File: config.mk
export PLATFORM = sky130hd
export DESIGN_NAME = asc_ctrl
export DESIGN_NICKNAME = d
export VERILOG_FILES = /design/src/logic/asc_pkg.sv /design/src/logic/asc_tmr_if.sv /design/src/logic/asc_timer.sv /design/src/logic/asc_ctrl.sv
export VERILOG_INCLUDE_DIRS = /design/src /design/src/logic
export SDC_FILE = /design/constraint.sdc
export NUM_CORES = 1
export LEC_CHECK = 0
export ABC_AREA = 1
export BUFFER_PORTS_ARGS = -buffer_cell sky130_fd_sc_hd__buf_4
export CAP_MARGIN = 5
export CORE_ASPECT_RATIO = 0.7
export CORE_MARGIN = 5
export CORE_UTILIZATION = 40
export CTS_CLUSTER_DIAMETER = 40
export DETAILED_ROUTE_END_ITERATION = 10
export HOLD_SLACK_MARGIN = 0.15
export PLACE_DENSITY = 0.74
export SYNTH_ARGS = -nofsm -noshare
export SYNTH_HDL_FRONTEND = slang
export SYNTH_SLANG_ARGS = --single-unit
export TNS_END_PERCENT = 1
File: constraint.sdc
create_clock -name I_CLK -period 1.65 [get_ports I_CLK]
set_clock_uncertainty 0.2 [all_clocks]
set_input_delay 0.165 -clock I_CLK [delete_from_list [all_inputs] [get_ports I_CLK]]
set_output_delay 0.165 -clock I_CLK [all_outputs]
set_load 0.02 [all_outputs]
File: src/logic/asc_defs.svh
// timing figures and pin encodings for the static ram controller
`ifndef ASC_DEFS_SVH
`define ASC_DEFS_SVH

`define ASC_CLK_PERIOD_NS 4
// least time in ns to whole clock cycles, rounding up
`define ASC_CYC_UP(t) (((t) + `ASC_CLK_PERIOD_NS - 1) / `ASC_CLK_PERIOD_NS)

`define ASC_READ_PERIOD_MIN_NS 45
`define ASC_ADDR_ACCESS_MAX_NS 45
`define ASC_ADDR_CHANGE_HOLD_MIN_NS 10
`define ASC_SELECT_ACCESS_MAX_NS 45
`define ASC_GATE_ACCESS_MAX_NS 22
`define ASC_LANE_ACCESS_MAX_NS 45
`define ASC_GATE_RELEASE_MAX_NS 18
`define ASC_WRITE_PERIOD_MIN_NS 45
`define ASC_SELECT_TO_WRITE_END_MIN_NS 35
`define ASC_ADDR_SETUP_WRITE_END_MIN_NS 35
`define ASC_ADDR_HOLD_AFTER_WRITE_MIN_NS 0
`define ASC_STROBE_WIDTH_MIN_NS 35
`define ASC_LANE_TO_WRITE_END_MIN_NS 35
`define ASC_WDATA_SETUP_MIN_NS 25
`define ASC_WDATA_HOLD_MIN_NS 0
`define ASC_STROBE_RELEASE_MAX_NS 18
`define ASC_STROBE_REDRIVE_MIN_NS 10

// cycles the read strobes stay on before data is sampled
`define ASC_READ_CYC `ASC_CYC_UP(`ASC_READ_PERIOD_MIN_NS)
// cycles to wait for the memory to float after the gate goes high
`define ASC_GATE_RELEASE_CYC `ASC_CYC_UP(`ASC_GATE_RELEASE_MAX_NS)
// cycles after strobe low before the controller may drive data
`define ASC_STROBE_RELEASE_CYC `ASC_CYC_UP(`ASC_STROBE_RELEASE_MAX_NS)
// cycles write data is driven before the write ends
`define ASC_WDATA_SETUP_CYC `ASC_CYC_UP(`ASC_WDATA_SETUP_MIN_NS)
`define ASC_WRITE_CYC `ASC_CYC_UP(`ASC_WRITE_PERIOD_MIN_NS)

`define ASC_ADDR_W 20
`define ASC_DATA_W 16
`define ASC_CNT_W 5
`define ASC_LANE_OFF 2'b11
`define ASC_DATA_IDLE 16'h0000
`define ASC_ADDR_IDLE 20'h00000
`define ASC_CNT_ZERO 5'h00
`define ASC_CNT_ONE 5'h01

`endif

File: src/logic/asc_pkg.sv
// types for the static ram controller
`include "asc_defs.svh"

package asc_pkg;
    typedef logic [`ASC_ADDR_W-1:0] asc_addr_t;
    typedef logic [`ASC_DATA_W-1:0] asc_data_t;
    typedef logic [`ASC_CNT_W-1:0] asc_cnt_t;
    typedef logic [1:0] asc_lane_t;
    typedef enum logic [2:0] {
        ASC_IDLE,
        ASC_RD,
        ASC_RD_REL,
        ASC_WR_WAIT,
        ASC_WR_DATA,
        ASC_WR_HOLD
    } asc_state_e;
endpackage

File: src/logic/asc_tmr_if.sv
// carrier between the sequencer and its interval timer
`timescale 1ns/1ps

interface asc_tmr_if;
    import asc_pkg::*;
    logic load;
    asc_cnt_t value;
    logic done;
    modport ctrl (output load, output value, input done);
    modport tmr (input load, input value, output done);
endinterface

File: src/logic/asc_timer.sv
// down counter that flags when a loaded interval has run out
`timescale 1ns/1ps
`include "asc_defs.svh"

module asc_timer (
    input wire logic i_clk, // system clock
    input wire logic i_srst, // synchronous reset, active high
    input wire logic i_ce, // clock enable
    asc_tmr_if.tmr tif // load and done
);
    import asc_pkg::*;

    asc_cnt_t cnt_r;

    always_ff @(posedge i_clk) begin
        if (i_srst) begin
            cnt_r <= `ASC_CNT_ZERO;
        end else if (i_ce) begin
            if (tif.load) begin
                cnt_r <= tif.value;
            end else if (cnt_r != `ASC_CNT_ZERO) begin
                cnt_r <= cnt_r - `ASC_CNT_ONE;
            end
        end
    end

    // done must not look at load: the sequencer derives load from done
    assign tif.done = (cnt_r == `ASC_CNT_ZERO);
endmodule // asc_timer

File: src/logic/asc_ctrl.sv
// clocked controller for a 1M x 16 asynchronous static ram
// What this block does
// - read cycle lasts at least 45 ns
// - write cycle lasts at least 45 ns
// - selects active 35 ns before write end
// - address stable 35 ns before write end
// - address held until write has ended
// - write strobe low at least 35 ns
// - lane selects active 35 ns before end
// - write data set up 25 ns, zero hold
// - write only while all qualifiers active
// - setup measured from the ending edge
// - strobe width covers setup plus release
// - never drive bus while memory drives
`timescale 1ns/1ps
`include "asc_defs.svh"

module asc_ctrl (
    input wire logic I_CLK, // 250 MHz clock
    input wire logic I_SRST, // synchronous reset, active high
    input wire logic I_CE, // clock enable, freezes state when low
    input wire logic I_REQ, // request strobe, taken when O_READY
    input wire logic I_WRITE, // 1 write, 0 read
    input wire asc_pkg::asc_addr_t I_ADDR, // word address
    input wire asc_pkg::asc_data_t I_WDATA, // write data
    input wire asc_pkg::asc_lane_t I_LANE_N, // lane selects, bit1 upper, active low
    output logic O_READY, // idle, a request may be taken
    output logic O_RVALID, // one-cycle pulse with read data
    output asc_pkg::asc_data_t O_RDATA, // captured read data
    output asc_pkg::asc_addr_t O_ADDR, // memory address pins
    output logic O_SELECT_LOW_ACTIVE_N, // active-low chip select
    output logic O_SELECT_HIGH_ACTIVE, // active-high chip select
    output logic O_WRITE_STROBE_N, // write strobe
    output logic O_OUTPUT_GATE_N, // output gate
    output logic O_UPPER_LANE_SELECT_N, // lane select bits 15..8
    output logic O_LOWER_LANE_SELECT_N, // lane select bits 7..0
    input wire asc_pkg::asc_data_t I_DQ, // data pins, input side
    output asc_pkg::asc_data_t O_DQ, // data pins, output side
    output logic O_DQ_OE // data pins driven while high
);
    import asc_pkg::*;

    localparam asc_cnt_t READ_LOAD = asc_cnt_t'(`ASC_READ_CYC - 1);
    localparam asc_cnt_t GATE_REL_LOAD = asc_cnt_t'(`ASC_GATE_RELEASE_CYC - 1);
    localparam asc_cnt_t STROBE_REL_LOAD = asc_cnt_t'(`ASC_STROBE_RELEASE_CYC - 1);
    localparam asc_cnt_t WDATA_LOAD = asc_cnt_t'(`ASC_WDATA_SETUP_CYC - 1);
    localparam asc_lane_t LANE_OFF = `ASC_LANE_OFF;

    asc_state_e state_r;
    asc_state_e state_nxt;
    logic take;
    logic sel_on;
    asc_tmr_if tif ();

    asc_timer u_timer (
        .i_clk(I_CLK),
        .i_srst(I_SRST),
        .i_ce(I_CE),
        .tif(tif)
    );

    assign take = O_READY && I_REQ;
    assign sel_on = (state_r == ASC_IDLE) ? take : (state_nxt != ASC_IDLE);

    // next state and timer loads
    always_comb begin
        state_nxt = state_r;
        tif.load = 1'b0;
        tif.value = `ASC_CNT_ZERO;
        case (state_r)
            ASC_IDLE: begin
                if (take && I_WRITE) begin
                    state_nxt = ASC_WR_WAIT;
                    tif.load = 1'b1;
                    tif.value = STROBE_REL_LOAD;
                end else if (take) begin
                    state_nxt = ASC_RD;
                    tif.load = 1'b1;
                    tif.value = READ_LOAD;
                end
            end
            ASC_RD: begin
                if (tif.done) begin
                    state_nxt = ASC_RD_REL;
                    tif.load = 1'b1;
                    tif.value = GATE_REL_LOAD;
                end
            end
            ASC_RD_REL: begin
                if (tif.done) begin
                    state_nxt = ASC_IDLE;
                end
            end
            ASC_WR_WAIT: begin
                if (tif.done) begin
                    state_nxt = ASC_WR_DATA;
                    tif.load = 1'b1;
                    tif.value = WDATA_LOAD;
                end
            end
            ASC_WR_DATA: begin
                if (tif.done) begin
                    state_nxt = ASC_WR_HOLD;
                end
            end
            ASC_WR_HOLD: begin
                state_nxt = ASC_IDLE;
            end
            default: begin
                state_nxt = ASC_IDLE;
            end
        endcase
    end

    always_ff @(posedge I_CLK) begin
        if (I_SRST) begin
            state_r <= ASC_IDLE;
        end else if (I_CE) begin
            state_r <= state_nxt;
        end
    end

    // request port handshake
    always_ff @(posedge I_CLK) begin
        if (I_SRST) begin
            O_READY <= 1'b1;
        end else if (I_CE) begin
            O_READY <= (state_nxt == ASC_IDLE);
        end
    end

    // read data capture once the slowest access time has passed
    always_ff @(posedge I_CLK) begin
        if (I_SRST) begin
            O_RVALID <= 1'b0;
            O_RDATA <= `ASC_DATA_IDLE;
        end else if (I_CE) begin
            O_RVALID <= 1'b0;
            if (state_r == ASC_RD && tif.done) begin
                O_RVALID <= 1'b1;
                O_RDATA <= I_DQ;
            end
        end
    end

    // address held for the whole cycle, changed only from idle
    always_ff @(posedge I_CLK) begin
        if (I_SRST) begin
            O_ADDR <= `ASC_ADDR_IDLE;
        end else if (I_CE && take) begin
            O_ADDR <= I_ADDR;
        end
    end

    // chip selects: active across the whole access, off between
    always_ff @(posedge I_CLK) begin
        if (I_SRST) begin
            O_SELECT_LOW_ACTIVE_N <= 1'b1;
            O_SELECT_HIGH_ACTIVE <= 1'b0;
        end else if (I_CE) begin
            O_SELECT_LOW_ACTIVE_N <= !(sel_on && state_nxt != ASC_RD_REL
                && state_nxt != ASC_WR_HOLD);
            O_SELECT_HIGH_ACTIVE <= sel_on && state_nxt != ASC_RD_REL
                && state_nxt != ASC_WR_HOLD;
        end
    end

    // lane selects follow the request for its duration
    always_ff @(posedge I_CLK) begin
        if (I_SRST) begin
            O_UPPER_LANE_SELECT_N <= 1'b1;
            O_LOWER_LANE_SELECT_N <= 1'b1;
        end else if (I_CE) begin
            if (take) begin
                O_UPPER_LANE_SELECT_N <= I_LANE_N[1];
                O_LOWER_LANE_SELECT_N <= I_LANE_N[0];
            end else if (state_nxt == ASC_RD_REL || state_nxt == ASC_WR_HOLD
                || state_nxt == ASC_IDLE) begin
                O_UPPER_LANE_SELECT_N <= LANE_OFF[1];
                O_LOWER_LANE_SELECT_N <= LANE_OFF[0];
            end
        end
    end

    // output gate low only during a read access
    always_ff @(posedge I_CLK) begin
        if (I_SRST) begin
            O_OUTPUT_GATE_N <= 1'b1;
        end else if (I_CE) begin
            O_OUTPUT_GATE_N <= (state_nxt != ASC_RD);
        end
    end

    // write strobe: low from request until data setup has elapsed
    always_ff @(posedge I_CLK) begin
        if (I_SRST) begin
            O_WRITE_STROBE_N <= 1'b1;
        end else if (I_CE) begin
            O_WRITE_STROBE_N <= !(state_nxt == ASC_WR_WAIT
                || state_nxt == ASC_WR_DATA);
        end
    end

    // write data latched at the request and driven after the memory floats
    always_ff @(posedge I_CLK) begin
        if (I_SRST) begin
            O_DQ <= `ASC_DATA_IDLE;
        end else if (I_CE && take && I_WRITE) begin
            O_DQ <= I_WDATA;
        end
    end

    // drive stays one cycle past the strobe rise, well inside re-drive time
    always_ff @(posedge I_CLK) begin
        if (I_SRST) begin
            O_DQ_OE <= 1'b0;
        end else if (I_CE) begin
            O_DQ_OE <= (state_nxt == ASC_WR_DATA
                || state_nxt == ASC_WR_HOLD);
        end
    end
endmodule // asc_ctrl

## Word-level counts from Yosys, hierarchy flattened

Cells that the tools add are included.

- Bits in registers: 69
- Bits in latches: 0
- Bits in writable memories: 0
- Bits in read-only memories: 0
- Bits of input ports: 59
- Output and inout port bits: 61
- Memories kept: 0

- Add/sub/neg operators: 1
- Multipliers: 0
- Divide/modulo/power cells: 0
- Order comparisons: 0
- Eq/ne operators: 11
- Shifts and indexed selects: 0
- Mux-type cells: 23
- Bitwise operators: 0
- Reduce and logical (&&, ||, !) cells: 24

Operators by type and width:

| cell | number |
|---|---|
| two-way mux 3 bit | 8 |
| case mux 3 bit (5 select lines) | 1 |
| equality test 3 x 2 -> 1 bit, second input constant | 4 |
| case mux 4 bit (3 select lines) | 1 |
| two-way mux 5 bit | 2 |
| equality test 3 bit, second input constant | 3 |
| two-way mux 1 bit | 8 |
| two-way mux 4 bit | 2 |
| logical AND 1 bit | 7 |
| logical NOT 3 bit | 2 |
| AND reduction 2 bit | 3 |
| logical NOT 5 bit | 1 |
| nonzero test 5 bit | 1 |
| subtractor 5 x 1 -> 5 bit, second input constant | 1 |
| logical OR 1 bit | 4 |
| nonzero test 2 bit | 2 |
| equality test 3 x 1 -> 1 bit, second input constant | 1 |
| inequality test 3 x 1 -> 1 bit, second input constant | 1 |
| inequality test 3 x 2 -> 1 bit, second input constant | 1 |
| inequality test 3 bit, second input constant | 1 |
| nonzero test 3 bit | 1 |
| logical NOT 1 bit | 2 |
| case mux 1 bit (2 select lines) | 1 |
| OR reduction 2 bit | 1 |

## Longest topological paths before layout

- Word-level depth: 9
- Gate-level depth with buffers: 14
- Gate-level depth less buffers: 14

## Modules after synthesis

A second synthesis with hierarchy kept.

- Cell total of the unflattened synthesis: 370
- Area total of the unflattened synthesis: 2,780.2 um^2

By module, submodules not included:

| module | instances | cells an instance | area each (um^2) |
|---|---|---|---|
| asc_ctrl | 1 | 313 | 2,426.1 |
| asc_timer | 1 | 57 | 354.1 |

## Least setup slack after synthesis

Ideal clock, no wire load.

- Path kind: register -> register
- Start point: register u_timer.cnt_r[0]
- End point: register O_RDATA[10]
- Library setup time: 113 ps
- Arrival: 1,513 ps
- Required time: 1,337 ps
- Setup slack: -176 ps
- Stages on the path, launching flop included: 13
- Path buffers: 1
- Path through: dfxtp_1 inv_1 ha_1 inv_1 nor2_2 nand2_4 clkinv_2 nand2_2 nor3_4 inv_2 buf_6 o21ai_1 nor2_1

- Word-level cells in the longest chain between the ends: 3

RTL lines:

| item | RTL line | RTL |
|---|---|---|
| start, declared | asc_timer.sv:13 | `asc_cnt_t cnt_r;` |
| start signal, assigned | asc_timer.sv:17 | `` cnt_r <= `ASC_CNT_ZERO; `` |
| start signal, assigned | asc_timer.sv:20 | `cnt_r <= tif.value;` |
| start signal, assigned | asc_timer.sv:22 | `` cnt_r <= cnt_r - `ASC_CNT_ONE; `` |
| logical NOT 5 bit (no source line) | n/a |  |
| logical AND 1 bit | asc_ctrl.sv:139 | `if (state_r == ASC_RD && tif.done) begin` |
| AND reduction 2 bit (no source line) | n/a |  |
| end signal, assigned | asc_ctrl.sv:136 | `` O_RDATA <= `ASC_DATA_IDLE; `` |
| end, declared | asc_ctrl.sv:29 | `output asc_pkg::asc_data_t O_RDATA,` |

No other way between the ends.
A chain may end at the register's enable or synchronous reset.

## Worst setup path in the final report

- Start point: register u_timer.cnt_r[1]
- End point: register O_RDATA[9]

Same word-level chain as after synthesis.

==> impl_summary.txt <==
----------------------------------------------------
[Finish]
  Area growth from synthesis to layout ... 75.58%
  Fraction of final layout cells sized beyond drive strength 1 ... around 35%
  Final net count ... 617
  Ant. Diodes ... 0
  Design Area, Final ... between 4000 and 5000 um^2

[Critical path]
  Worst reg2reg path startpoint ... u_timer.cnt_r[1]
  CP Data Arrival Time ... about 2.0 ns
  Capturing element type of the critical path ... register
  Startpoint Class ... register
  Data required time of the critical path ... 1.69 ns
  WS Path Type ... register to register
  Launch point of the critical path ... u_timer.cnt_r[1]
  Worst Path Max Fanout ... 5

[Synthesis]
  Number of synthesized flops with an enable pin ... 0
  Synth Instances ... 360
  Share of flip-flops with an asynchronous set or reset after synthesis ... 0%
  Area share of the largest cell type after synthesis ... roughly half
  Synth area leaders ... sky130_fd_sc_hd__dfxtp_1, sky130_fd_sc_hd__nor2_1, sky130_fd_sc_hd__o21ai_0
  Top FF cell, synth ... sky130_fd_sc_hd__dfxtp_1
  Cell area after technology mapping ... 2705 um^2
  Post-synth cell types ... 28
  Top cells by instance count after synthesis ... sky130_fd_sc_hd__nor2_1, sky130_fd_sc_hd__dfxtp_1, sky130_fd_sc_hd__o21ai_0
  Cell type with the highest aggregate area in the netlist ... sky130_fd_sc_hd__dfxtp_1
  Yosys warning count ... 0
  Nets in the synthesized netlist ... ~420
  Synthesized area per cell ... ~7.5 um^2
  Leading cell type by number of instances after synthesis ... sky130_fd_sc_hd__nor2_1
  Sequential cell area fraction in the yosys report ... 51.06%
  Number of storage elements in the synthesis netlist ... between 60 and 70

[GRT]
  Number of antenna violations at the first check in global routing ... 0
  Number of global-route vias before repair ... 2,933
  Total global routing track utilization ... around 20%
  Residual overflow from global routing ... 0
  Wire length of the first global-routing pass ... about 14,000 um
  Pin count of the biggest net entering global routing ... 37

[CTS]
  Number of H-tree levels ... 3
  Total CTS buffers ... 9
  Reg clk slew, reported paths ... roughly 0.080 ns
  CTS Root Buffer Type ... sky130_fd_sc_hd__clkbuf_8
  Sinks on the clock net ... 69
  Clock latency on the worst-skew pair ... 0.34 ns
  Clock Path Buffers ... 2
  CTS tree ... yes

[Routing]
  Routed WL ... 8759 um
  Total iterations of the first detailed-routing run ... 4
  DR WL/cell ... between 10 and 15 um
  Vias after detailed routing ... around 3,000
  Detail Route Antenna Nets ... 0
  Drc violations ... 0
  Number of DRC markers in iteration 0 ... 79
  Routed via count divided by cell count ... 4.647

[Pwr]
  Max IR drop VDD ... around 520 uV
  Leakage power total ... roughly 0.0023 uW
  Power density cells ... approximately 1100 nW/um^2
  PnR Total Power ... between 5000 and 6000 uW

[Place]
  Setup WS pre-CTS ... -0.1694 ns
  Half-perimeter wire length of the detailed placement result ... between 5000 and 6000 um
  Total placed instance area ... 3770 um^2
  Final weighted congestion in routability-driven placement ... roughly 0.9
  Quantity of I/O buffers inserted on ports ... 119

[Die]
  Initial Util ... approximately two fifths
  Die Footprint ... about 8500 um^2
  DIE HEIGHT ... between 70 and 80 um
  Number of placement rows ... 25
  Overall die width ... between 100 and 150 um
  Count of pins on the block boundary ... 120
  Placeable core region ... 6663 um^2

[STA]
  Final Critical Period ... roughly 1.9 ns
  Final-layout setup total negative slack ... -6.497 ns
  Tcrit/Tclk final ... 116.5%
  Count of final max-slew check failures ... 0
  Post-layout worst setup margin ... -0.2715 ns
  Final hold vios ... 0
  Worst max-slew margin expressed relative to the limit ... between 60% and 70%
  Unrepaired setup endpoints after global routing ... yes
  Hold slack final ... ~0.21 ns
  Max Clock Freq ... 0.5204 GHz
  Setup-violating endpoint count in the final report ... 45
  Slew @ Worst Pin ... between 0.4 and 0.5 ns

[Worst hold path]
  Source of the worst hold timing path ... I_REQ
  Class of the tightest hold or removal check ... input port to register

[Status]
  Run status ... complete, but fails checks
  Violations in the final reports ... negative setup slack

[Flow run]
  Max-cap check violation count ... 0

----------------------------------------------------
==> area by class of cell <==
cell class / instances / area (um^2)
fillers: 533 / 1913
flip-flops and latches: 69 / 1384
clock inverters: 7 / 97.59
repair buffers: 202 / 1710
well taps: 94 / 117.6
multi-input cells: 253 / 1230
clock buffers: 9 / 123.9
inverters: 21 / 86.33
==> through the flow <==
step / cells / util [%]
after floorplan: 360 / -
after global placement: 574 / 56.58
after detailed placement: 574 / 56.58
after CTS: 646 / 68.41
after global routing: 655 / 71.29
final: 655 / 71.29
==> cells in the final DEF, fill, tap and decap left out <==
cell type	synthesis	final
sky130_fd_sc_hd__o21ai_2	4	12
sky130_fd_sc_hd__clkinv_4	0	1
sky130_fd_sc_hd__nand3b_1	1	1
sky130_fd_sc_hd__buf_12	0	2
sky130_fd_sc_hd__ha_1	2	1
sky130_fd_sc_hd__nor2_4	2	3
sky130_fd_sc_hd__xor2_1	1	1
sky130_fd_sc_hd__a21oi_1	10	8
sky130_fd_sc_hd__xnor2_1	1	1
sky130_fd_sc_hd__clkbuf_8	0	9
sky130_fd_sc_hd__nor3_4	1	1
sky130_fd_sc_hd__dlygate4sd3_1	0	56
sky130_fd_sc_hd__clkinvlp_4	0	2
sky130_fd_sc_hd__dfxtp_1	69	67
sky130_fd_sc_hd__clkbuf_16	0	1
sky130_fd_sc_hd__nand4_1	2	2
sky130_fd_sc_hd__a21oi_2	0	2
sky130_fd_sc_hd__o21ai_1	6	9
sky130_fd_sc_hd__nand3_1	13	13
sky130_fd_sc_hd__buf_4	2	140
sky130_fd_sc_hd__bufinv_16	0	2
sky130_fd_sc_hd__nor2_2	1	2
sky130_fd_sc_hd__buf_6	1	3
sky130_fd_sc_hd__o21ai_0	51	40
sky130_fd_sc_hd__ha_4	0	1
sky130_fd_sc_hd__dfxtp_2	0	2
sky130_fd_sc_hd__nand2_1	31	30
sky130_fd_sc_hd__inv_1	16	12
sky130_fd_sc_hd__or2_2	2	2
sky130_fd_sc_hd__nand2_2	1	1
sky130_fd_sc_hd__nand2_4	1	2
sky130_fd_sc_hd__inv_2	4	7
sky130_fd_sc_hd__nor2_1	120	118
sky130_fd_sc_hd__inv_6	0	2
sky130_fd_sc_hd__o211ai_1	3	3
sky130_fd_sc_hd__inv_4	0	1
sky130_fd_sc_hd__clkinv_2	1	1
==> flip-flops by register name (all words and copies together), names as in the netlist <==
register	cells
O_DQ	16
u_timer.cnt_r	5
O_ADDR	20
O_RDATA	16
O_OUTPUT_GATE_N	1
state_r	3
O_RVALID	1
O_WRITE_STROBE_N	1
O_UPPER_LANE_SELECT_N	1
O_LOWER_LANE_SELECT_N	1
O_READY	1
O_SELECT_LOW_ACTIVE_N	1
O_DQ_OE	1
O_SELECT_HIGH_ACTIVE	1
==> final timing paths <==
path	end	slack [ns]	cells after the start
setup / recovery	O_RDATA[9]	-0.27	12
hold / removal	O_LOWER_LANE_SELECT_N	0.21	5
setup reg to reg	O_RDATA[9]	-0.27	12
hold reg to reg	O_SELECT_HIGH_ACTIVE	0.27	2
==> power breakdown <==
| group | total (uW) | internal (uW) | switching [uW] |
|---|---|---|---|
| Clock | 1520 | 858 | 662 |
| Sequential | 1960 | 1840 | 119 |
| Combinational | 1730 | 816 | 913 |
==> timing repair <==
item / in CTS / in global routing
gates cloned: 0 / 1
hold endpoints to repair: 67 / 0
setup buffers: 0 / 8
endpoints found under the setup margin: 30 / 55
hold buffers: 56 / 0
pin swaps: 0 / 5
resized for setup: 5 / 39
==> critical path, stage by stage, from the launching register on <==
cell and delay [ns]:
sky130_fd_sc_hd__dfxtp_2 0.33, sky130_fd_sc_hd__inv_2 0.07, sky130_fd_sc_hd__ha_4 0.13, sky130_fd_sc_hd__inv_2 0.04
sky130_fd_sc_hd__nor2_4 0.13, sky130_fd_sc_hd__nand2_4 0.09, sky130_fd_sc_hd__inv_4 0.08, sky130_fd_sc_hd__nand2_4 0.05
sky130_fd_sc_hd__nor3_4 0.25, sky130_fd_sc_hd__clkinv_4 0.12, sky130_fd_sc_hd__clkbuf_16 0.17, sky130_fd_sc_hd__o21ai_2 0.10
sky130_fd_sc_hd__nor2_1 0.06
==> cells by family (layout without fill, tap and decap cells) <==
group	after synthesis	in the layout	share of synthesized area (%)
adder cells (fa/ha/maj)	2	2	0.9249
flip-flops	69	69	51.06
XOR/XNOR	2	2	0.6477
buffers and inverters	38	239	5.967
AND/OR/NAND/NOR	175	175	26.87
AO/OA/AOI/OAI	74	74	14.52
==> routing by layer <==
metal	GRT usage (%)	up-vias	routed length, um
met2	33.50	86	4313
met5	0	-	0
li1	-	1546	-
met1	24.70	1403	3691
met4	5.170	0	83
met3	7.230	9	670
(Power assumes the default switching activity.)
